### src/logic/dpis_pkg.sv
// Purpose: Shared constants for the DDR power-up init sequencer (host side)
// Assumes: 20 MHz controller clock, the module clock runs at the same rate
// Notes:   Times kept in their own unit; cycle counts derived below
package dpis_pkg;
  // Clock
  localparam int CLK_PERIOD_NS = 50;
  localparam int CLK_PERIOD_PS = CLK_PERIOD_NS * 1000;
  // Power-up wait, least time, rounded up
  localparam int PWR_WAIT_NS   = 200000;
  localparam int PWR_WAIT_CYC  = (PWR_WAIT_NS + CLK_PERIOD_NS - 1) / CLK_PERIOD_NS;
  // Refresh spacing: average interval rounds down, longest gap rounds down
  localparam int REF_AVG_PS    = 7812500;
  localparam int REF_INT_CYC   = REF_AVG_PS / CLK_PERIOD_PS;
  localparam int REF_MAX_PS    = 70300000;
  localparam int REF_MAX_CYC   = REF_MAX_PS / CLK_PERIOD_PS;
  // Read lockout after a loop reset
  localparam int LOCK_CYC      = 200;
  // Default minimum times for the programmable waits
  localparam int BANK_CLOSE_NS = 15;
  localparam int MODE_LOAD_NS  = 10;
  localparam int REF_CYCLE_NS  = 70;
  localparam int RP_CYC        = (BANK_CLOSE_NS + CLK_PERIOD_NS - 1) / CLK_PERIOD_NS;
  localparam int MRD_CYC       = (MODE_LOAD_NS + CLK_PERIOD_NS - 1) / CLK_PERIOD_NS;
  localparam int RFC_CYC       = (REF_CYCLE_NS + CLK_PERIOD_NS - 1) / CLK_PERIOD_NS;
  // Widths
  localparam int TMR_W         = 12;
  localparam int LOCK_W        = 8;
  localparam int ADDR_W        = 13;
  localparam int CNT_W         = 16;
  // Commands as {cs_n, ras_n, cas_n, we_n}
  localparam logic [3:0] CMD_LMR   = 4'h0;
  localparam logic [3:0] CMD_REF   = 4'h1;
  localparam logic [3:0] CMD_PRE   = 4'h2;
  localparam logic [3:0] CMD_NOP   = 4'h7;
  localparam logic [3:0] CMD_DESEL = 4'hf;
  localparam int CMD_CS_BIT        = 3;
  // Address and bank fields
  localparam int ALL_BANKS_BIT     = 10;
  localparam int DRIVE_BIT         = 1;
  localparam int LOOP_DISABLE_BIT  = 0;
  localparam int LOOP_RESET_BIT    = 8;
  localparam logic [1:0] BA_BASE   = 2'h0;
  localparam logic [1:0] BA_EXT    = 2'h1;
  // Register offsets (byte addresses)
  localparam logic [7:0] REG_CTRL  = 8'h00;
  localparam logic [7:0] REG_MODE  = 8'h04;
  localparam logic [7:0] REG_TIM   = 8'h08;
  localparam logic [7:0] REG_STAT  = 8'h0c;
  localparam logic [7:0] REG_REFS  = 8'h10;
  // Control fields
  localparam int CTRL_START  = 0;
  localparam int CTRL_DRIVE  = 1;
  localparam int CTRL_CLEAR  = 2;
  localparam int CTRL_RELOCK = 3;
  // Timing fields
  localparam int TIM_RP_LSB  = 0;
  localparam int TIM_MRD_LSB = 4;
  localparam int TIM_RFC_LSB = 8;
  localparam logic [31:0] TIM_RST  = 32'(RFC_CYC << TIM_RFC_LSB) | 32'(MRD_CYC << TIM_MRD_LSB) | 32'(RP_CYC);
  localparam logic [31:0] MODE_RST = 32'h0000_0000;
  // Status fields
  localparam int STAT_DONE   = 0;
  localparam int STAT_READOK = 1;
  localparam int STAT_REFBSY = 2;
  localparam int STAT_ST_LSB = 8;

  typedef enum logic [4:0] {
    ST_IDLE, ST_PWR_WAIT, ST_CKE_NOP, ST_PRE1, ST_RP1, ST_EMR, ST_MRD1, ST_MR, ST_MRD2,
    ST_PRE2, ST_RP2, ST_REF1, ST_RFC1, ST_REF2, ST_RFC2, ST_MRCLR, ST_MRD3,
    ST_READY, ST_REFRUN, ST_RFCRUN, ST_RELOCK, ST_MRD4
  } dpis_state_e;
endpackage

### src/logic/dpis_tmr_if.sv
// Purpose: Carrier between the sequencer and its wait timer
// Assumes: Single clock domain
// Notes:   Load wins over counting
`timescale 1ns/1ps
interface dpis_tmr_if;
  logic                       load;    // Load request
  logic [dpis_pkg::TMR_W-1:0] loadVal; // Cycles to wait
  logic                       zero;    // Wait elapsed
  modport ctl (output load, output loadVal, input zero);
  modport tmr (input load, input loadVal, output zero);
endinterface

### src/logic/dpis_timer.sv
// Purpose: Down counter for all timed waits of the sequencer
// Assumes: Loaded on the command cycle, counted every clock
// Notes:   Holds at zero until loaded again
`timescale 1ns/1ps
module dpis_timer (
  input wire logic clk,  // 20 MHz clock
  input wire logic srst, // Synchronous reset
  dpis_tmr_if.tmr  t     // Load and done
);
  logic [dpis_pkg::TMR_W-1:0] cnt_r;
  logic [dpis_pkg::TMR_W-1:0] cnt_nxt;

  // Load first, else step down to zero
  assign cnt_nxt = t.load ? t.loadVal : (cnt_r == '0 ? cnt_r : cnt_r - 1'b1);
  assign t.zero  = (cnt_r == '0); // Read only in wait states, so no loop through load

  always_ff @(posedge clk) begin
    if (srst) begin
      cnt_r <= '0;
    end else begin
      cnt_r <= cnt_nxt;
    end
  end
endmodule

### src/logic/dpis_top.sv
// Purpose: Host-side power-up init and refresh sequencer for a registered DDR module
// Assumes: Module clock equals clk; software talks over classic Wishbone
// Notes:   Command pins are registered; power wait and lockout are conservative by one cycle, command waits by two
// Contract
// - Keep clock-enable low after power-up while the clock stabilises.
// - Wait at least 200us with clock-enable low before commands.
// - Raise clock-enable and give a no-operation before any other command.
// - Issue close-all-banks, then wait the bank-close time.
// - Only no-operation or idle-unselected commands during timed waits.
// - Load extended mode: loop enabled, drive bit chosen, higher bits zero.
// - Wait the mode-load time after every mode load.
// - Load base mode with loop reset; 200 cycles before any read.
// - Second close-all-banks after base mode load, then bank-close wait.
// - Two row refreshes, each followed by the refresh cycle time.
// - Optional mode load clearing loop reset, same operating parameters.
// - Clock-enable high on every edge during a refresh period.
// - After a clock frequency change, reset the loop, 200 cycles before reads.
// - Refresh every 7.8125us on average, never a gap over 70.3us.
//
// The register addresses and the Wishbone register port were left to the implementer.
`timescale 1ns/1ps
module dpis_top (
  input  wire logic        clk,      // 20 MHz clock
  input  wire logic        srst,     // Synchronous reset, active high
  input  wire logic        wbCyc,    // Wishbone cycle
  input  wire logic        wbStb,    // Wishbone strobe
  input  wire logic        wbWe,     // Wishbone write
  input  wire logic [7:0]  wbAdr,    // Byte address
  input  wire logic [3:0]  wbSel,    // Byte lanes
  input  wire logic [31:0] wbDatI,   // Write data
  output logic      [31:0] wbDatO,   // Read data
  output logic             wbAck,    // Acknowledge
  output logic             ddrCke,   // Clock enable
  output logic             ddrCsN,   // Chip select, low active
  output logic             ddrRasN,  // Row strobe, low active
  output logic             ddrCasN,  // Column strobe, low active
  output logic             ddrWeN,   // Write enable, low active
  output logic      [1:0]  ddrBa,    // Bank address
  output logic      [12:0] ddrAddr,  // Address
  output logic             initDone, // Init finished
  output logic             readOk    // Reads allowed
);
  ////////////////////////////////////////////////////////////////////////////
  // Declarations
  dpis_pkg::dpis_state_e state_r, stateNxt;
  logic [3:0]  cmd_r, cmdNxt;
  logic [1:0]  ba_r, baNxt;
  logic [12:0] addr_r, addrNxt;
  logic        cke_r, ckeNxt;
  logic        ack_r, done_r, readOk_r;
  logic [31:0] datO_r, rdMux;
  logic [31:0] ctrl_r, mode_r, tim_r;
  logic        startPend_r, relockPend_r, refPend_r;
  logic [dpis_pkg::LOCK_W-1:0] lockCnt_r;
  logic [dpis_pkg::TMR_W-1:0]  refCnt_r;
  logic [dpis_pkg::CNT_W-1:0]  refs_r;
  logic        lockLoad, wrHit, rdHit, refTick;
  logic [3:0]  rpCyc, mrdCyc;
  logic [7:0]  rfcCyc;
  logic [12:0] modeWord;
  dpis_tmr_if  tmr ();

  ////////////////////////////////////////////////////////////////////////////
  // Helpers
  // Byte-lane merge for writable registers
  function automatic logic [31:0] laneMerge(input logic [31:0] old, input logic [31:0] wd,
                                            input logic [3:0] sel);
    logic [31:0] m;
    m = {{8{sel[3]}}, {8{sel[2]}}, {8{sel[1]}}, {8{sel[0]}}};
    return (old & ~m) | (wd & m);
  endfunction
  // Command that is neither no-operation nor idle-unselected
  function automatic logic busyCmd(input logic [3:0] c);
    return !c[dpis_pkg::CMD_CS_BIT] && (c != dpis_pkg::CMD_NOP);
  endfunction

  ////////////////////////////////////////////////////////////////////////////
  // Wishbone slave: ack one cycle after request, write at the acked edge
  assign wrHit = wbCyc && wbStb && wbWe && ack_r;
  assign rdHit = wbCyc && wbStb && !ack_r;
  assign rdMux = (wbAdr == dpis_pkg::REG_CTRL) ? {29'h0000_0000, ctrl_r[dpis_pkg::CTRL_CLEAR],
                                                   ctrl_r[dpis_pkg::CTRL_DRIVE], 1'b0} :
                 (wbAdr == dpis_pkg::REG_MODE) ? {19'h0_0000, mode_r[12:0]} :
                 (wbAdr == dpis_pkg::REG_TIM)  ? {16'h0000, tim_r[15:0]} :
                 (wbAdr == dpis_pkg::REG_STAT) ? {19'h0_0000, state_r, 5'h00, refPend_r, readOk_r, done_r} :
                 (wbAdr == dpis_pkg::REG_REFS) ? {16'h0000, refs_r} : 32'h0000_0000;

  always_ff @(posedge clk) begin
    if (srst) begin
      ack_r  <= 1'b0;
      datO_r <= 32'h0000_0000;
    end else begin
      ack_r  <= wbCyc && wbStb && !ack_r;
      datO_r <= rdHit ? rdMux : datO_r;
    end
  end

  // Software registers; control pulses become pending flags
  always_ff @(posedge clk) begin
    if (srst) begin
      ctrl_r <= 32'h0000_0000;
      mode_r <= dpis_pkg::MODE_RST;
      tim_r  <= dpis_pkg::TIM_RST;
    end else if (wrHit) begin
      ctrl_r <= (wbAdr == dpis_pkg::REG_CTRL) ? laneMerge(ctrl_r, wbDatI, wbSel) : ctrl_r;
      mode_r <= (wbAdr == dpis_pkg::REG_MODE) ? laneMerge(mode_r, wbDatI, wbSel) : mode_r;
      tim_r  <= (wbAdr == dpis_pkg::REG_TIM) ? laneMerge(tim_r, wbDatI, wbSel) : tim_r;
    end
  end

  // Start and relock requests; a new request wins over consumption
  always_ff @(posedge clk) begin
    if (srst) begin
      startPend_r  <= 1'b0;
      relockPend_r <= 1'b0;
    end else begin
      startPend_r  <= (wrHit && wbAdr == dpis_pkg::REG_CTRL && wbSel[0] && wbDatI[dpis_pkg::CTRL_START])
                      || (startPend_r && state_r != dpis_pkg::ST_IDLE);
      relockPend_r <= (wrHit && wbAdr == dpis_pkg::REG_CTRL && wbSel[0] && wbDatI[dpis_pkg::CTRL_RELOCK])
                      || (relockPend_r && state_r != dpis_pkg::ST_RELOCK);
    end
  end

  ////////////////////////////////////////////////////////////////////////////
  // Sequencer
  assign rpCyc    = tim_r[dpis_pkg::TIM_RP_LSB +: 4];
  assign mrdCyc   = tim_r[dpis_pkg::TIM_MRD_LSB +: 4];
  assign rfcCyc   = tim_r[dpis_pkg::TIM_RFC_LSB +: 8];
  assign modeWord = mode_r[12:0];
  // Clock-enable stays low until the power wait is over, high ever after
  assign ckeNxt   = !(stateNxt inside {dpis_pkg::ST_IDLE, dpis_pkg::ST_PWR_WAIT});

  // Next state and command; the power wait emits idle-unselected, other wait states only no-operation
  always_comb begin
    stateNxt    = state_r;
    cmdNxt      = dpis_pkg::CMD_NOP;
    baNxt       = dpis_pkg::BA_BASE;
    addrNxt     = '0;
    tmr.load    = 1'b0;
    tmr.loadVal = '0;
    lockLoad    = 1'b0;
    unique case (state_r)
      dpis_pkg::ST_IDLE: begin
        cmdNxt = dpis_pkg::CMD_DESEL;
        if (startPend_r) begin
          stateNxt    = dpis_pkg::ST_PWR_WAIT;
          tmr.load    = 1'b1;
          tmr.loadVal = dpis_pkg::TMR_W'(dpis_pkg::PWR_WAIT_CYC);
        end
      end
      dpis_pkg::ST_PWR_WAIT: begin
        cmdNxt = dpis_pkg::CMD_DESEL;
        if (tmr.zero) stateNxt = dpis_pkg::ST_CKE_NOP;
      end
      dpis_pkg::ST_CKE_NOP: stateNxt = dpis_pkg::ST_PRE1;
      dpis_pkg::ST_PRE1, dpis_pkg::ST_PRE2: begin
        cmdNxt                 = dpis_pkg::CMD_PRE;
        addrNxt[dpis_pkg::ALL_BANKS_BIT] = 1'b1;
        tmr.load               = 1'b1;
        tmr.loadVal            = dpis_pkg::TMR_W'(rpCyc);
        stateNxt = (state_r == dpis_pkg::ST_PRE1) ? dpis_pkg::ST_RP1 : dpis_pkg::ST_RP2;
      end
      dpis_pkg::ST_RP1: if (tmr.zero) stateNxt = dpis_pkg::ST_EMR;
      dpis_pkg::ST_EMR: begin
        cmdNxt      = dpis_pkg::CMD_LMR;
        baNxt       = dpis_pkg::BA_EXT;
        addrNxt[dpis_pkg::LOOP_DISABLE_BIT] = 1'b0;
        addrNxt[dpis_pkg::DRIVE_BIT]        = ctrl_r[dpis_pkg::CTRL_DRIVE];
        tmr.load    = 1'b1;
        tmr.loadVal = dpis_pkg::TMR_W'(mrdCyc);
        stateNxt    = dpis_pkg::ST_MRD1;
      end
      dpis_pkg::ST_MRD1: if (tmr.zero) stateNxt = dpis_pkg::ST_MR;
      dpis_pkg::ST_MR, dpis_pkg::ST_RELOCK: begin
        cmdNxt      = dpis_pkg::CMD_LMR;
        addrNxt     = modeWord;
        addrNxt[dpis_pkg::LOOP_RESET_BIT] = 1'b1;
        lockLoad    = 1'b1;
        tmr.load    = 1'b1;
        tmr.loadVal = dpis_pkg::TMR_W'(mrdCyc);
        stateNxt = (state_r == dpis_pkg::ST_MR) ? dpis_pkg::ST_MRD2 : dpis_pkg::ST_MRD4;
      end
      dpis_pkg::ST_MRD2: if (tmr.zero) stateNxt = dpis_pkg::ST_PRE2;
      dpis_pkg::ST_RP2:  if (tmr.zero) stateNxt = dpis_pkg::ST_REF1;
      dpis_pkg::ST_REF1, dpis_pkg::ST_REF2, dpis_pkg::ST_REFRUN: begin
        cmdNxt      = dpis_pkg::CMD_REF;
        tmr.load    = 1'b1;
        tmr.loadVal = dpis_pkg::TMR_W'(rfcCyc);
        stateNxt = (state_r == dpis_pkg::ST_REF1) ? dpis_pkg::ST_RFC1 :
                   (state_r == dpis_pkg::ST_REF2) ? dpis_pkg::ST_RFC2 : dpis_pkg::ST_RFCRUN;
      end
      dpis_pkg::ST_RFC1: if (tmr.zero) stateNxt = dpis_pkg::ST_REF2;
      dpis_pkg::ST_RFC2: begin
        if (tmr.zero) begin
          stateNxt = ctrl_r[dpis_pkg::CTRL_CLEAR] ? dpis_pkg::ST_MRCLR : dpis_pkg::ST_READY;
        end
      end
      dpis_pkg::ST_MRCLR: begin
        cmdNxt      = dpis_pkg::CMD_LMR;
        addrNxt     = modeWord;
        addrNxt[dpis_pkg::LOOP_RESET_BIT] = 1'b0;
        tmr.load    = 1'b1;
        tmr.loadVal = dpis_pkg::TMR_W'(mrdCyc);
        stateNxt    = dpis_pkg::ST_MRD3;
      end
      dpis_pkg::ST_MRD3, dpis_pkg::ST_MRD4: if (tmr.zero) stateNxt = dpis_pkg::ST_READY;
      dpis_pkg::ST_RFCRUN: if (tmr.zero) stateNxt = dpis_pkg::ST_READY;
      dpis_pkg::ST_READY: begin
        // Refresh first: a relock must not push the refresh gap out
        if (refPend_r) stateNxt = dpis_pkg::ST_REFRUN;
        else if (relockPend_r) stateNxt = dpis_pkg::ST_RELOCK;
      end
      default: stateNxt = dpis_pkg::ST_IDLE;
    endcase
  end

  dpis_timer u_timer (
    .clk  (clk),
    .srst (srst),
    .t    (tmr.tmr)
  );

  // State and registered pins
  always_ff @(posedge clk) begin
    if (srst) begin
      state_r <= dpis_pkg::ST_IDLE;
      cmd_r   <= dpis_pkg::CMD_DESEL;
      ba_r    <= 2'h0;
      addr_r  <= 13'h0000;
      cke_r   <= 1'b0;
    end else begin
      state_r <= stateNxt;
      cmd_r   <= cmdNxt;
      ba_r    <= baNxt;
      addr_r  <= addrNxt;
      cke_r   <= ckeNxt;
    end
  end

  ////////////////////////////////////////////////////////////////////////////
  // Lockout, completion and periodic refresh
  assign refTick = done_r && (refCnt_r == '0);

  always_ff @(posedge clk) begin
    if (srst) begin
      lockCnt_r <= '0;
      done_r    <= 1'b0;
      readOk_r  <= 1'b0;
      refCnt_r  <= '0;
      refPend_r <= 1'b0;
      refs_r    <= '0;
    end else begin
      lockCnt_r <= lockLoad ? dpis_pkg::LOCK_W'(dpis_pkg::LOCK_CYC) :
                   (lockCnt_r == '0 ? lockCnt_r : lockCnt_r - 1'b1);
      done_r    <= (state_r == dpis_pkg::ST_READY) || (done_r && state_r != dpis_pkg::ST_IDLE);
      readOk_r  <= done_r && (lockCnt_r == '0) && !lockLoad;
      refCnt_r  <= (!done_r || refTick) ? dpis_pkg::TMR_W'(dpis_pkg::REF_INT_CYC - 1) : refCnt_r - 1'b1;
      refPend_r <= refTick || (refPend_r && state_r != dpis_pkg::ST_REFRUN);
      refs_r    <= refs_r + dpis_pkg::CNT_W'(cmd_r == dpis_pkg::CMD_REF);
    end
  end

  assign wbDatO   = datO_r;
  assign wbAck    = ack_r;
  assign ddrCke   = cke_r;
  assign {ddrCsN, ddrRasN, ddrCasN, ddrWeN} = cmd_r;
  assign ddrBa    = ba_r;
  assign ddrAddr  = addr_r;
  assign initDone = done_r;
  assign readOk   = readOk_r;

  ////////////////////////////////////////////////////////////////////////////
  // Checks and their helper counters
  logic [12:0] lowCnt_r;
  logic [11:0] sinceCmd_r, sinceRef_r;
  logic [3:0]  lastCmd_r;
  always_ff @(posedge clk) begin
    if (srst) begin
      lowCnt_r   <= '0;
      sinceCmd_r <= '0;
      sinceRef_r <= '0;
      lastCmd_r  <= dpis_pkg::CMD_NOP;
    end else begin
      lowCnt_r   <= (cke_r || state_r == dpis_pkg::ST_IDLE) ? '0 : lowCnt_r + 1'b1;
      sinceCmd_r <= busyCmd(cmd_r) ? 12'h001 : sinceCmd_r + 1'b1;
      lastCmd_r  <= busyCmd(cmd_r) ? cmd_r : lastCmd_r;
      sinceRef_r <= (cmd_r == dpis_pkg::CMD_REF) ? '0 : sinceRef_r + 1'b1;
    end
  end
endmodule

### config.mk
export PLATFORM = sky130hd
export DESIGN_NAME = dpis_top
export DESIGN_NICKNAME = d
export VERILOG_FILES = /design/src/logic/dpis_pkg.sv /design/src/logic/dpis_tmr_if.sv /design/src/logic/dpis_timer.sv /design/src/logic/dpis_top.sv
export SDC_FILE = /design/constraint.sdc
export NUM_CORES = 1
export LEC_CHECK = 0
export BUFFER_PORTS_ARGS = -buffer_cell sky130_fd_sc_hd__buf_4
export CAP_MARGIN = 15
export CORE_ASPECT_RATIO = 0.8
export CORE_MARGIN = 3
export CORE_UTILIZATION = 25
export DETAILED_ROUTE_END_ITERATION = 10
export GPL_TIMING_DRIVEN = 0
export PLACE_DENSITY_LB_ADDON = 0.25
export SLEW_MARGIN = 20
export SYNTH_ARGS = -nofsm -noshare
export SYNTH_HDL_FRONTEND = slang
export SYNTH_SLANG_ARGS = --single-unit
### constraint.sdc
create_clock -name clk -period 2.7 [get_ports clk]
set_clock_uncertainty 0.05 [all_clocks]
set_input_delay 0.27 -clock clk [delete_from_list [all_inputs] [get_ports clk]]
set_output_delay 0.27 -clock clk [all_outputs]
set_load 0.01 [all_outputs]
== Word level (Yosys, flattened, before mapping) ==
Index checks and enable logic that the tools add are counted.

* Bitwise logic cells: 9
* Equality and inequality tests: 31
* $add $sub $neg: 4
* Muxes and demuxes: 37
* Reduce and logical (&&, ||, !) cells: 46

{| class="wikitable"
|+ Operators with widths
! cell !! number
|-
| $and 32x32->32 || 4
|-
| $or 32x32->32 || 3
|-
| $mux 16 || 5
|-
| $pmux 5 s16 || 1
|-
| $mux 5 || 15
|-
| $pmux 12 s4 || 1
|-
| $eq 5x4->1 const B || 8
|-
| $mux 12 || 3
|-
| $not 32->32 || 1
|-
| $eq 5x5->1 const B || 6
|-
| $logic_not 12->1 || 2
|-
| $mux 8 || 3
|-
| $sub 12x1->12 const B || 2
|-
| $eq 5x3->1 const B || 4
|-
| $add 16x1->16 || 1
|-
| $eq 8x4->1 const B || 2
|-
| $logic_not 8->1 || 2
|-
| $pmux 4 s4 || 1
|-
| $pmux 8 s2 || 1
|-
| $logic_and 1x1->1 || 15
|-
| $reduce_or 2->1 || 6
|-
| $eq 5x1->1 const B || 2
|-
| $eq 5x2->1 const B || 2
|-
| $logic_not 5->1 || 2
|-
| 20 further kinds || 35
|}

* Flip-flop bits (word level): 207

== Depth between registers and ports, before layout ==
Gate-level depths: netlist of run 1.

* Depth in word-level cells: 7
* Gate-level depth with buffers: 8
* Mapped depth without buffers: 8

== Hierarchy ==
A second synthesis of run 1 with hierarchy kept.

* Cells, all modules: 717
* Area, all modules: 6024.5 µm²

{| class="wikitable"
|+ By module, submodules not included
! module !! cells an instance !! area an instance (µm²) !! times used
|-
| dpis_top || 632 || 5291.3 || 1
|-
| dpis_timer || 85 || 733.2 || 1
|}

== Worst setup path after synthesis of run 1 ==
OpenSTA, ideal clock, no wires.

* Path type: register to register
* Start point: reg lockCnt_r[0] in the netlist's numbering
* End point: reg lockCnt_r[3] in the netlist's numbering
* Path slack: 471 ps
* Clock period less this slack: 2229 ps
* Arrival: 2037 ps
* Required time: 2508 ps
* Stages on the path, launching flop included: 9
* Buffers on the path: 1
* Cells stage by stage: dfxtp_1 inv_1 ha_1 or3b_2 or4b_2 clkbuf_1 nand2_1 xor2_1 a21oi_1

* Longest elaborated chain between the ends: 3
* Elaborated cells on any way between the ends: 5
* Those cells by class: add/sub (1); eq/ne (1); mux (2); reduce/logical (1)

{| class="wikitable"
|+ Ends and longest elaborated chain
! item !! line !! RTL
|-
| start, declared || dpis_top.sv:54 || <nowiki>logic [dpis_pkg::LOCK_W-1:0] lockCnt_r;</nowiki>
|-
| start signal, assigned || dpis_top.sv:253 || <nowiki>lockCnt_r <= lockLoad ? dpis_pkg::LOCK_W'(dpis_pkg::LOCK_CYC) :</nowiki>
|-
| $sub 8x1->8 || dpis_top.sv:254 || <nowiki>(lockCnt_r == '0 ? lockCnt_r : lockCnt_r - 1'b1);</nowiki>
|-
| $mux 8 || dpis_top.sv:254 ||
|-
| $mux 8 || dpis_top.sv:253 ||
|}

Several ways; a longest one is shown, not always the timed one. The select of a mux whose other input is x is not followed.
A chain may end at the register's enable or synchronous reset.

== Worst setup path in the final report of run 1 ==
* Start point: reg cmd_r[1]
* End point: reg refs_r[8] in the netlist's numbering

* Longest elaborated chain between the ends: 2

{| class="wikitable"
|+ Ends and longest elaborated chain
! item !! line !! RTL
|-
| start, declared || dpis_top.sv:46 || <nowiki>logic [3:0] cmd_r, cmdNxt;</nowiki>
|-
| start signal, assigned || dpis_top.sv:227 || <nowiki>cmd_r <= dpis_pkg::CMD_DESEL;</nowiki>
|-
| start signal, assigned || dpis_top.sv:233 || <nowiki>cmd_r <= cmdNxt;</nowiki>
|-
| $eq 4x1->1 || -- ||
|-
| $add 16x1->16 || dpis_top.sv:259 || <nowiki>refs_r <= refs_r + dpis_pkg::CNT_W'(cmd_r == dpis_pkg::CMD_REF);</nowiki>
|-
| end signal, assigned || dpis_top.sv:259 ||
|-
| end, declared || dpis_top.sv:56 || <nowiki>logic [dpis_pkg::CNT_W-1:0] refs_r;</nowiki>
|}

Every way passes these cells.

==> results.md, run 1 <==
GRT:
- The number of antenna violations at the first check in global routing is 0.
- The maximum number of pins on one net before global-route repair is 17.
- The first global-routing pass estimated 28,500 um of wire.
- The global routing usage summed across all routing layers is 14.6%.
- The overall overflow remaining after global route is 0.
- The number of global-route vias before repair is 4,942.

Timing:
- The final-report hold violation count came to 0.
- The number of max-slew violations in the final report came to 0.
- The share of the clock period used by the worst path after layout is 96.0%.
- The relative slew slack is 44.9%.
- After routing, the total negative slack on setup checks comes to 0 ps.
- Setup repair after global routing left no endpoint under its margin.
- The slew at the pin with the worst max-slew slack is 827 ps.
- Derived from the worst setup path, the maximum achievable clock frequency is 0.386 GHz.
- Counting I/O delays and the setup requirement, the final critical path takes 2590 ps.
- Setup violations remaining at the end of the flow were counted as 0.

Drt:
- The detailed router finished its first iteration with 420 violations.
- The total vias in the final route is 5,267.
- After detailed routing, the number of remaining DRC violations is 0.
- The average routed wire per standard cell is 16.5 um.
- The total iterations of the first detailed-routing run is 8.
- Once detail routing completed, the nets flagged for antenna violations numbered 0.
- For this block, the routed nets add up to 18,200 um of wire.
- The via count normalized by instance count is 4.76.

Pwr:
- Internal power comes to 0.00413 W.
- Dividing total power by cell area gives a power density of 766 nW/um2.
- The leakage dissipation is 2.90 nW.
- In this run, the clock network consumes 45.6% of the power.
- Combinational cells account for 17.6% of the total power.
- Net switching is 28.3% of the power.
- In this run, flip-flops and latches consume 36.8% of the power.
- IR analysis of the VDD net gives a maximum drop of 0.000386 V.
- The net switching power of the design is 0.00163 W.

Synthesis:
- The leading area contributor after synthesis is dfxtp_1.
- The cell area that synthesis handed to floorplanning was 5900 um2.
- The netlist uses 66 different library cells.
- By area the synthesized netlist is led by dfxtp_1 (42%), nor2_1 (6.6%), mux2i_1 (5.8%).
- The most common flop cell mapped by yosys is dfxtp_1.
- The count of yosys warnings during synthesis is 0.
- Synthesis inferred 125 register bits.
- Synthesis produced a netlist whose cell count is 685.
- The share of synthesized area occupied by flip-flops and latches is 42.4%.
- The share of the synthesized area in the top cell type is 42.4%.
- The mean instance size in the synthesized netlist is 8.61 um2.
- The count of flip-flops with a built-in enable after synthesis is 0.
- The share of synthesized registers carrying an async set or reset is 0%.

Worst setup path:
- Traced cell by cell, the critical path runs through nor4b_1 -> ha_1 -> ha_1 -> and4_1 -> nand4_1 -> or2_2 -> a21oi_1.
- The largest delay contributor family on the critical path is simple AND/OR/NAND/NOR gates.
- The critical path runs through a total of 7 cells.
- Together, buffers and inverters on the worst path number 0.
- Tracing the worst setup path back leads to its startpoint at cmd_r[1]$_SDFF_PP1_.
- The largest stage delay on the critical path is 680 ps.
- STA classifies the critical path endpoint as a flop.
- The maximum fanout count along the critical path is 5.
- The worst register-to-register path begins at cmd_r[1]$_SDFF_PP1_.
- STA puts the critical path data arrival time at 2880 ps.
- The kind of critical path is reg2reg.
- The required time reported for the critical path endpoint is 2990 ps.
- The end point of the critical path is refs_r[8]$_SDFF_PP0_.
- Counting cells, the worst reg-to-reg path comes to 7.
- For flop-to-flop paths, the worst setup slack is 110 ps.
- The end of the worst register-to-register path is refs_r[8]$_SDFF_PP0_.
- The slowest stage of the critical path is the nor4b_1 cell.
- The most numerous cell type found on the critical path is ha_1.
- STA classifies the critical path startpoint as a flop.

Layout:
- Of the cells placed in the final design, the portion with a size suffix greater than 1 is 17.4%.
- The final layout contains 841 nets.
- In the layout the commonest cells are dfxtp_1 (125), nor2_1 (102), buf_4 (84).
- The most common cell after layout, fill and taps aside is dfxtp_1.
- After filler insertion, the fill cell instance count of the layout stands at 2,417.
- The final cell count without fillers is 1,106.
- The number of antenna diodes in the final layout is 0.
- The synthesis-to-layout area growth is 27.5%.

Place:
- The count of buffers added on input and output ports is 67.
- The wire-length estimate of the detail-placed layout is 13,700 um.
- The congestion estimate from routability-driven global placement came to 0.861.
- Counting tap cells, the placed design contains a total of 1,074 instances.

Run status:
- The flow ran to the end, and the final reports show no timing, DRC or antenna violations.

Clock network:
- The number of hold buffers added after CTS is 0.
- The total number of H-tree levels is 4.
- The setup fix buffers added after clock tree synthesis is 0.
- The clock-pin transition on the worst setup and hold timing paths is 60 ps.
- The later pin in the worst-skew pair is clocked with a latency of 410 ps.
- For this design, the sink count on the clock tree is 125.
- In this run, post-CTS repair resized a total of 0 instances.
- The number of clock buffers added by TritonCTS is 17.
- CTS placed an instance of clkbuf_16 at the clock tree root.
- The maximum clock path buffer count is 2.
- The TritonCTS clock tree is done.

Floorplanning:
- The I/O pin count is 104.
- The row count is 49.
- The initial utilization of the core area, before any placement, comes to 25.9%.
- The height of the die is 143 um.
- The total die area is 25,500 um2.
- The core region is 22,800 um2.
- From left edge to right edge, the die measures 178 um.

Run:
- Max-cap violations in this run came to 0.

Worst hold path:
- In this run the worst hold path is classified as in2reg.
==> power groups by stage <==
stage / Clock, W / Sequential (W) / Combinational (W)
after floorplan: 0 / 0.00213 / 0.000787
after global placement: 0 / 0.00216 / 0.00100
after detailed placement: 0 / 0.00216 / 0.00100
after CTS: 0.00266 / 0.00212 / 0.00101
after global routing: 0.00274 / 0.00215 / 0.00118
final: 0.00262 / 0.00212 / 0.00101
==> cell families after synthesis <==
kind of cell / Yosys count / share of synthesized area (%)
adders and majority gates: 5 / 1.06
muxes: 34 / 5.77
buffers and inverters: 67 / 6.02
other: 1 / 0.0636
xor gates and xnor gates: 35 / 5.20
AOI/OAI and AO/OA: 134 / 14.9
and+or+nand+nor: 284 / 24.6
DFF: 125 / 42.4
==> worst reg2reg max path, cell delays in order (launching register included) <==
cell and delay (ps):
dfxtp_1 310, nor4b_1 680, ha_1 340, ha_1 220, and4_1 340, nand4_1 140, or2_2 290, a21oi_1 130
==> metrics by stage <==
stage          hold WS [ps]  instance area (um2)  setup WS (ps)  util [%]  power (W)
6_report               37.9                 7520            108      33.0    0.00576
5_1_grt                42.2                 7520           7.45      33.0    0.00606
4_1_cts                29.5                 7520            151      33.0    0.00579
3_5_place_dp            398                 6850            182      30.0    0.00316
3_3_place_gp            392                 6850            187      30.0    0.00316
2_1_floorplan           338                 5960            471         -    0.00291
==> metal layers <==
metal  wire length (um)  global-route usage [%]  part of all wire, %  up-vias
met4                241                    4.21                  1.3        0
met1               9520                    22.5                   52     2466
met3               1410                    3.78                  7.7       22
met5                  0                       0                    0        -
met2               7070                    19.7                   39      187
li1                   -                       -                    -     2592
==> layout make-up <==
cell class | count | area, um2 | share of cell area (%)
Multi-Input combinational cell | 509 | 3110 | 41.4
Sequential cell | 125 | 2500 | 33.3
Timing Repair Buffer | 67 | 503 | 6.68
Clock buffer | 18 | 439 | 5.84
Tap cell | 306 | 383 | 5.09
Buffer | 53 | 303 | 4.02
Clock inverter | 14 | 230 | 3.06
Inverter | 14 | 52.6 | 0.698
==> cell usage after synthesis, drive strengths merged, types with 3 or more instances <==
| cell | count |
|---|---|
| o211ai | 6 |
| a222oi | 4 |
| nand3 | 18 |
| nor4b | 4 |
| or4b | 3 |
| a31oi | 10 |
| a21oi | 35 |
| dfxtp | 125 |
| nor4 | 7 |
| nor2 | 105 |
| a211oi | 10 |
| or4 | 6 |
| nand2b | 11 |
| and2 | 12 |
| or3 | 3 |
| nor3b | 3 |
| and3 | 3 |
| ha | 5 |
| a22oi | 8 |
| nand4 | 6 |
| nand2 | 55 |
| and4 | 4 |
| clkbuf | 25 |
| mux2i | 34 |
| o21ai | 29 |
| a221o | 5 |
| nor3 | 17 |
| nor2b | 15 |
| xor2 | 21 |
| buf | 28 |
| a221oi | 3 |
| inv | 14 |
| and2b | 3 |
| or2 | 4 |
| xnor2 | 14 |
| a211o | 5 |
==> worst min path at each step <==
| stage | from | end | slack [ps] | cells past startpoint |
|---|---|---|---|---|
| 2_1_floorplan | wbDatI[0] | flop | 340 | 1 |
| 3_5_place_dp | wbDatO[4]$_SDFFE_PP0P_ | wbDatO[4]$_SDFFE_PP0P_ | 400 | 2 |
| 6_report | wbDatI[9] | flop | 40 | 2 |
| 5_1_grt | wbDatI[9] | flop | 40 | 2 |
| 4_1_cts | wbDatI[9] | flop | 30 | 2 |
| 3_3_place_gp | wbDatO[12]$_SDFFE_PP0P_ | wbDatO[12]$_SDFFE_PP0P_ | 390 | 2 |
Note: power is estimated with default switching activity, not from simulation.
==> run 2: changes to the inputs <==
--- a/config.mk
+++ b/config.mk
@@ -6,7 +6,6 @@
 export NUM_CORES = 1
 export LEC_CHECK = 0
 export BUFFER_PORTS_ARGS = -buffer_cell sky130_fd_sc_hd__buf_4
-export CAP_MARGIN = 15
 export CORE_ASPECT_RATIO = 0.8
 export CORE_MARGIN = 3
 export CORE_UTILIZATION = 25
@@ -16,4 +15,5 @@
 export SLEW_MARGIN = 20
 export SYNTH_ARGS = -nofsm -noshare
 export SYNTH_HDL_FRONTEND = slang
+export SYNTH_HIERARCHICAL = 1
 export SYNTH_SLANG_ARGS = --single-unit
==> run 2 against run 1 <==
Effect of this change: synthesized cell count rose by 4.7%; critical path type unchanged; largest power group unchanged; die area increased by 2.0%; final area up 1.7%; sequential power decreased by 2%; final cell count grew 3.4%; critical path depth increased by 3; combinational power barely moved; count of clock-buffer cells in the layout up 4; global-route usage fell by 0.32 points; critical endpoint is now u_timer/cnt_r[0]$_SDFFE_PP0P_; worst setup slack improved by 27 ps.
==> results.md, run 2 <==
Run status:
- The flow ran to the end, and the final reports show no timing, DRC or antenna violations.

GRT:
- The wire length of the first global-routing pass is 28,700 um.
- The number of global-route vias before repair is 4,856.
- Global routing consumed, over all layers together, 14.3% of the routing resources.
- The number of antenna violations at the first check in global routing was 0.
- Summed over all layers, the global routing overflow is 0.
- Entering global routing, the biggest net connects 17 pins.

Floorplanning:
- Measured along the x axis, the die boundary spans 180 um.
- The floorplan step defined a die boundary enclosing 26,000 um2.
- After floorplanning, the core was sized to cover 23,500 um2.
- The row count is 50.
- The height of the die is 145 um.
- For this configuration, the core starts out at a cell density of 25.6%.
- The I/O pin count is 104.

Synthesis:
- After synthesis, the share of flip-flops with an asynchronous set or reset is 0%.
- The share of the synthesized area in the top cell type is 41.5%.
- The share of synthesized area occupied by flip-flops and latches is 41.5%.
- The mapped netlist covers 6020 um2.
- The leading area contributor after synthesis is dfxtp_1.
- Sorting the synthesized cells by area gives the leading types as dfxtp_1 (42%), nor2_1 (5.7%), mux2i_1 (5.5%).
- During synthesis, Yosys emitted a total of 6 warnings.
- The synthesized design contains 125 register bits.
- Synthesis produced 717 cells.
- Yosys mapped a number of flops with a built-in enable equal to 0.
- The synthesized netlist contains 67 unique library cells.
- The mean instance size in the synthesized netlist is 8.40 um2.
- The most common cell in the synthesized netlist is dfxtp_1.
- The most common flop cell mapped by yosys is dfxtp_1.
- The commonest cells after synthesis are dfxtp_1 (125), nor2_1 (92), nand2_1 (68), a21oi_1 (38), mux2i_1 (33).

Run:
- The tool flagged a number of max-cap violations equal to 0.

Worst setup path:
- For this run, the slowest stage of the critical path takes 550 ps.
- The endpoint kind of the worst setup timing path is a flop.
- The kind of critical path is reg2reg.
- The worst-case register-to-register setup slack is 130 ps.
- Along the worst path, the maximum fanout reaches 10.
- The length in cells of the worst reg-to-reg path is 10.
- The startpoint identified for the worst register-to-register timing path is state_r[0]$_SDFF_PP0_.
- The end of the worst register-to-register path is u_timer/cnt_r[0]$_SDFFE_PP0P_.
- Traced cell by cell, the critical path runs through clkbuf_1 -> or3b_2 -> a21o_1 -> a21boi_4 -> nor3_4 -> nand2_2 -> inv_2 -> clkbuf_2 -> nand4_1 -> o221ai_1.
- The library cell contributing the largest single delay on the critical path is or3b_2.
- The category of the worst setup path launch point is a flop.
- The required time reported for the critical path endpoint is 2930 ps.
- Data arrives at the worst endpoint at 2800 ps.

Layout:
- The number of nets in the layout is 874.
- 0 antenna diodes ended up in the layout.
- Compared with the post-synthesis result, the final layout area differs by 27.1%.
- Leaving out fill and tap cells, the most frequent cells in the layout are dfxtp_1 (125), nor2_1 (92), buf_4 (84).
- Leaving out fill and tap cells, the most frequent cell in the layout is dfxtp_1.
- The post-route netlist has 17.2% of its cells at a drive strength greater than 1.
- Cells fill 32.5% of the core in the end.

Drt:
- The DRC violation count after routing is 0.
- The routed design uses 7590 um of met2 wire.
- The routed layout has 5,428 vias.
- The remaining number of nets flagged by the antenna check after routing is 0.
- The uppermost signal routing layer after detailed routing is met4.
- Using the TritonRoute via totals, the vias-per-cell ratio works out to 4.74.
- The met1 wire length is 9890 um.
- The wire length on met3 is 1260 um.
- For this run, the detailed router's first-pass iteration total came to 7.
- The number of DRC markers in iteration 0 is 564.
- The final layout contains routed wiring with a total length of 18,900 um.
- After detailed routing, the average wire length per cell comes to 16.5 um.

Timing:
- The final-report hold violation count was 0.
- The slew at the pin with the worst max-slew slack is 1010 ps.
- The relative slew slack is 32.0%.
- Setup repair after global routing left no endpoint under its margin.
- Setup violations remaining at the end of the flow were counted as 0.
- The number of max-slew violations in the final report is 0.
- The minimum period implied by the final worst setup slack is 2570 ps.
- The smallest hold slack is 42.4 ps.
- The setup TNS after final layout is 0 ps.
- The final critical-path setup slack is 135 ps.
- Based on the critical path, the design can be clocked at up to 0.390 GHz.
- Dividing the final minimum period by the clock period gives 95.0%.

Worst hold path:
- The class of the most critical hold timing path is in2reg.
- The hold path depth is 3.
- The startpoint of the lowest-slack hold path is wbDatI[4].

Clock network:
- The number of hold buffers added after CTS is 0.
- No sink is reached through more buffers than the 2 on the longest clock path.
- Buffers inserted during clock tree synthesis total 17.
- The root buffer selected by CTS is clkbuf_16.
- The clock-pin transition on the worst setup and hold timing paths is 60 ps.
- For this design, the sink count on the clock tree is 125.
- TritonCTS built the clock tree.
- The H-tree was split into 4 levels.
- Clock latency on the worst-skew pair, taken at its later pin, is 420 ps.

Pwr:
- The sequential power share is 37.5%.
- The combinational power share is 17.9%.
- For this design the static power due to leakage is 2.92 nW.
- The switching power as a share of total power is 27.5%.
- VDD sags by at most 0.000447 V.
- The net switching power of the design is 0.00152 W.
- The clock network burns 44.6% of the power.
- The internal power consumption is 0.00400 W.
- For this design the ratio of total power to cell area is 722 nW/um2.

Place:
- The routability congestion estimate from global placement is 0.837.
- The half-perimeter wire length of the detailed placement result is 13,800 um.
- Prior to clock tree synthesis, the placed netlist has a worst setup slack of -425 ps.
- The count of buffers added on input and output ports is 67.
[run 2: area by class of cell]
type | count | area (um2)
clock inverter | 10 | 163
fill | 2526 | 15900
clock buffer | 22 | 464
sequential | 125 | 2500
multi-input combinational | 533 | 3270
inverter | 21 | 78.8
tap | 312 | 390
timing repair buffer | 67 | 503
buffer | 54 | 285
[run 2: power by group through the flow]
| stage | Combinational (W) | Clock (W) | Sequential [W] |
|---|---|---|---|
| floorplan | 0.000765 | 0 | 0.00208 |
| global placement | 0.000970 | 0 | 0.00211 |
| detailed placement | 0.000976 | 0 | 0.00210 |
| CTS | 0.000988 | 0.00252 | 0.00207 |
| global route | 0.00111 | 0.00261 | 0.00209 |
| finish | 0.000988 | 0.00247 | 0.00207 |
[run 2: stage by stage]
step                      std cells  instance area [um2]  total power [W]
after CTS                      1144                 7630          0.00558
after detailed placement       1112                 6980          0.00308
final                          1144                 7660          0.00553
after global placement         1112                 6980          0.00308
after global routing           1144                 7660          0.00581
after floorplan                 733                 6080          0.00284
[run 2: routing by layer]
metal / GRT usage, % / vias to the layer above
li1: - / 2698
met1: 21.8 / 2539
met2: 19.5 / 182
met3: 4.27 / 9
met4: 3.30 / 0
met5: 0 / -
[run 2: worst max-delay path by stage]
| stage | start | endpoint | slack (ps) |
|---|---|---|---|
| 2_1_floorplan | state_r[0]$_SDFF_PP0_ | u_timer/cnt_r[6]$_SDFFE_PP0P_ | 370 |
| 3_3_place_gp | state_r[3]$_SDFF_PP0_ | u_timer/cnt_r[3]$_SDFFE_PP0P_ | -470 |
| 3_5_place_dp | state_r[3]$_SDFF_PP0_ | u_timer/cnt_r[3]$_SDFFE_PP0P_ | -430 |
| 4_1_cts | state_r[3]$_SDFF_PP0_ | u_timer/cnt_r[3]$_SDFFE_PP0P_ | 8 |
| 5_1_grt | u_timer/cnt_r[0]$_SDFFE_PP0P_ | ddrCke$_SDFF_PP0_ | 10 |
| 6_report | state_r[0]$_SDFF_PP0_ | u_timer/cnt_r[0]$_SDFFE_PP0P_ | 130 |
[run 2: worst max-delay path: cells and delay by family (launching register included)]
kind	cells	cell delay, ps
simple gates	4	950
compound gates	3	640
flops	1	290
buf+inv	3	500
[run 2: kinds of logic (layout without fill, tap and decap cells)]
logic type / after synthesis / after routing / synth area share, %
simple gates: 305 / 305 / 26.2
mux: 33 / 33 / 5.48
compound gates: 140 / 140 / 14.8
other cells: 1 / 17 / 0.0622
buf+inv: 75 / 174 / 6.00
fa+ha+maj: 6 / 6 / 1.25
xor+xnor: 32 / 32 / 4.65
flops: 125 / 125 / 41.5
[run 2: timing repair]
| action | in CTS | in global routing |
|---|---|---|
| gates resized for setup | 6 | 6 |
| setup buffers | 0 | 0 |
| setup endpoints to repair | 13 | 13 |
==> run 3: changes to the inputs <==
--- a/config.mk
+++ b/config.mk
@@ -5,7 +5,7 @@
 export SDC_FILE = /design/constraint.sdc
 export NUM_CORES = 1
 export LEC_CHECK = 0
-export BUFFER_PORTS_ARGS = -buffer_cell sky130_fd_sc_hd__buf_4
+export BUFFER_PORTS_ARGS = -buffer_cell sky130_fd_sc_hd__buf_2
 export CORE_ASPECT_RATIO = 0.8
 export CORE_MARGIN = 3
 export CORE_UTILIZATION = 25
==> run 3 against run 2 <==
Effect of this change: sequential power hardly changed; routed wire length is 2.6% lower; utilization is 0.72 points lower; worst setup slack better by 6.3 ps; sequential cell count stayed put; count of clock-buffer cells in the layout is 1 lower; clock power hardly changed; non-clock buffer count stayed put; final cell count stayed put; via count is 0.98% lower; critical endpoint is now u_timer/cnt_r[3]$_SDFFE_PP0P_; highest routed layer unchanged.
==> results.md, run 3 (same netlist as run 2, synthesis figures left out) <==
Run status:
- The flow ran to the end, and the final reports show no timing, DRC or antenna violations.

Run:
- The total of max-cap violations is 0.

Floorplanning:
- The floorplan step defined a die boundary enclosing 26,000 um2.
- Once the floorplan was initialized, standard cells occupied 25.6% of the core.
- Measured along the x axis, the die boundary spans 180 um.
- The I/O pin count is 104.
- The area of the core is 23,500 um2.
- From bottom edge to top edge, the die measures 145 um.
- The row count is 50.

Timing:
- Final hold analysis gives a worst-case slack of 67.3 ps.
- Summed over all failing endpoints, the final setup total negative slack is 0 ps.
- Static timing analysis puts the maximum clock frequency at 0.391 GHz.
- The slew at the pin with the worst max-slew slack is 1030 ps.
- Setup violations remaining at the end of the flow were counted as 0.
- The relative slew slack is 30.8%.
- The number of max-slew violations in the final report is 0.
- The minimum period implied by the final worst setup slack is 2560 ps.
- Dividing the final minimum period by the clock period gives 94.8%.
- The final-report hold violation count is 0.

Drt:
- The DRC violation count after routing is 0.
- The first detailed-routing pass took 6 iterations.
- The average routed wire per standard cell is 16.1 um.
- The first routing iteration left 475 violations.
- The total vias in the final route is 5,375.
- The remaining number of nets flagged by the antenna check after routing is 0.
- The final layout contains routed wiring with a total length of 18,400 um.
- After detailed routing, the number of vias per cell comes to 4.70.

Place:
- Input and output buffers added on the ports amount to 67.
- Summed over all nets, the half-perimeter wirelength after detailed placement is 13,800 um.
- At the end of routability-driven placement, the weighted congestion stood at 0.854.

Pwr:
- The analysis attributes to cell leakage a power of 2.88 nW.
- Of the total power, the share spent switching nets is 27.4%.
- The internal power consumption is 0.00400 W.
- The combinational power share is 17.8%.
- The sequential power share is 37.7%.
- In this run the power density over the cells is 735 nW/um2.
- Summed over all nets, the switching power comes to 0.00151 W.
- The maximum ir drop on the vdd rail is 0.000384 V.
- The share of total power in the clock network is 44.5%.

Worst setup path:
- Traced cell by cell, the critical path runs through clkbuf_1 -> buf_2 -> nand3_1 -> nand2_2 -> nor3_2 -> nand2_2 -> inv_2 -> clkbuf_2 -> nor2_1 -> a311oi_1.
- The required time reported for the critical path endpoint is 2970 ps.
- The data arrival time of the critical path is 2830 ps.
- The kind of critical path is reg2reg.
- The largest stage delay on the critical path is 430 ps.
- The slowest stage of the critical path is the nor3_2 cell.
- The maximum fanout count along the critical path is 10.
- The worst setup path is captured at a flop.
- Across all register-to-register paths, the minimum setup slack is 140 ps.
- STA classifies the critical path startpoint as a flop.
- The most frequent cell on the critical path is nand2_2.

Layout:
- From synthesis to final layout, the design area changed by 24.3%.
- The fraction of layout instances using a drive strength above 1 is 17.2%.
- Cells fill 31.8% of the core in the end.
- The top cell types in the final layout, fill and taps aside, are dfxtp_1 (125), nor2_1 (92), buf_2 (69).
- After the last flow step, the layout net total stands at 874.
- The most common cell after layout, fill and taps aside is dfxtp_1.

Clock network:
- The cell sitting at the root of the clock tree is a clkbuf_16.
- The TritonCTS clock tree is done.
- The setup fix buffers added after clock tree synthesis is 0.
- The number of buffers created by CTS is 17.
- The maximum clock path buffer count is 2.
- Counting every sink on the clock net gives 125.
- The H-tree generated during clock tree synthesis spans 4 levels.
- The clock-pin transition on the worst setup and hold timing paths is 60 ps.
- The clock latency of the later-clocked register in the worst-skew pair is 420 ps.

GRT:
- For this run the aggregate overflow at the end of global routing stands at 0.
- The number of antenna violations at the first check in global routing was 0.
- The wire length of the first global-routing pass is 28,900 um.
- The number of global-route vias before repair is 4,953.
- The global routing usage summed across all routing layers is 14.2%.
- The maximum number of pins on one net before global-route repair is 17.

Worst hold path:
- The class of the most critical hold timing path is in2reg.
==> run 3: path summary, 6_finish.rpt <==
kind,to,from,cells after the start
min,flop,wbDatI[4],3
max reg2reg,u_timer/cnt_r[3]$_SDFFE_PP0P_,state_r[3]$_SDFF_PP0_,10
min reg2reg,wbDatO[3]$_SDFFE_PP0P_,wbDatO[3]$_SDFFE_PP0P_,2
max,u_timer/cnt_r[3]$_SDFFE_PP0P_,state_r[3]$_SDFF_PP0_,10
==> run 3: area by class of cell <==
type,instances,area (um2)
Antenna cell,1,2.50
Tap cell,312,390
Sequential cell,125,2500
Clock buffer,21,460
Buffer,54,285
Clock inverter,10,163
Fill cell,2548,16000
Inverter,21,78.8
Timing Repair Buffer,67,335
Multi-Input combinational cell,533,3270
==> run 3: per-stage QoR <==
step | instance area (um2) | setup WS [ps] | cells | total power (W)
floorplan | 6080 | 374 | 733 | 0.00284
global route | 7480 | -0.824 | 1143 | 0.00577
detailed placement | 6810 | -433 | 1112 | 0.00306
CTS | 7450 | 20.3 | 1143 | 0.00553
finish | 7490 | 141 | 1144 | 0.00550
global placement | 6810 | -532 | 1112 | 0.00306
==> run 3: routing by layer <==
layer  wire, um  GRT usage [%]  vias to the layer above
met4        163           3.34                        0
met5          0              0                        -
li1           -              -                     2701
met3       1020           3.35                       19
met2       7200           19.5                      162
met1      10000           22.1                     2493
==> run 3: power groups by stage <==
stage | logic (W) | clock network, W | registers [W]
after global placement | 0.000956 | 0 | 0.00211
final | 0.000977 | 0.00245 | 0.00207
after detailed placement | 0.000959 | 0 | 0.00211
after CTS | 0.000967 | 0.00249 | 0.00207
after global routing | 0.00110 | 0.00258 | 0.00209
after floorplan | 0.000765 | 0 | 0.00208
==> run 3: worst max-delay path: cells and delay by family (launching register included) <==
family	cells	cell delay, ps
AOI/OAI and AO/OA	1	180
buffers and inverters	4	900
and+or+nand+nor	5	980
DFF	1	350
==> run 3: what timing repair did <==
item,4_1_cts,5_1_grt
pin swaps,0,1
hold endpoints to repair,0,0
gates cloned,0,0
resized for setup,6,6
endpoints found under the setup margin,13,14
hold buffers,0,0
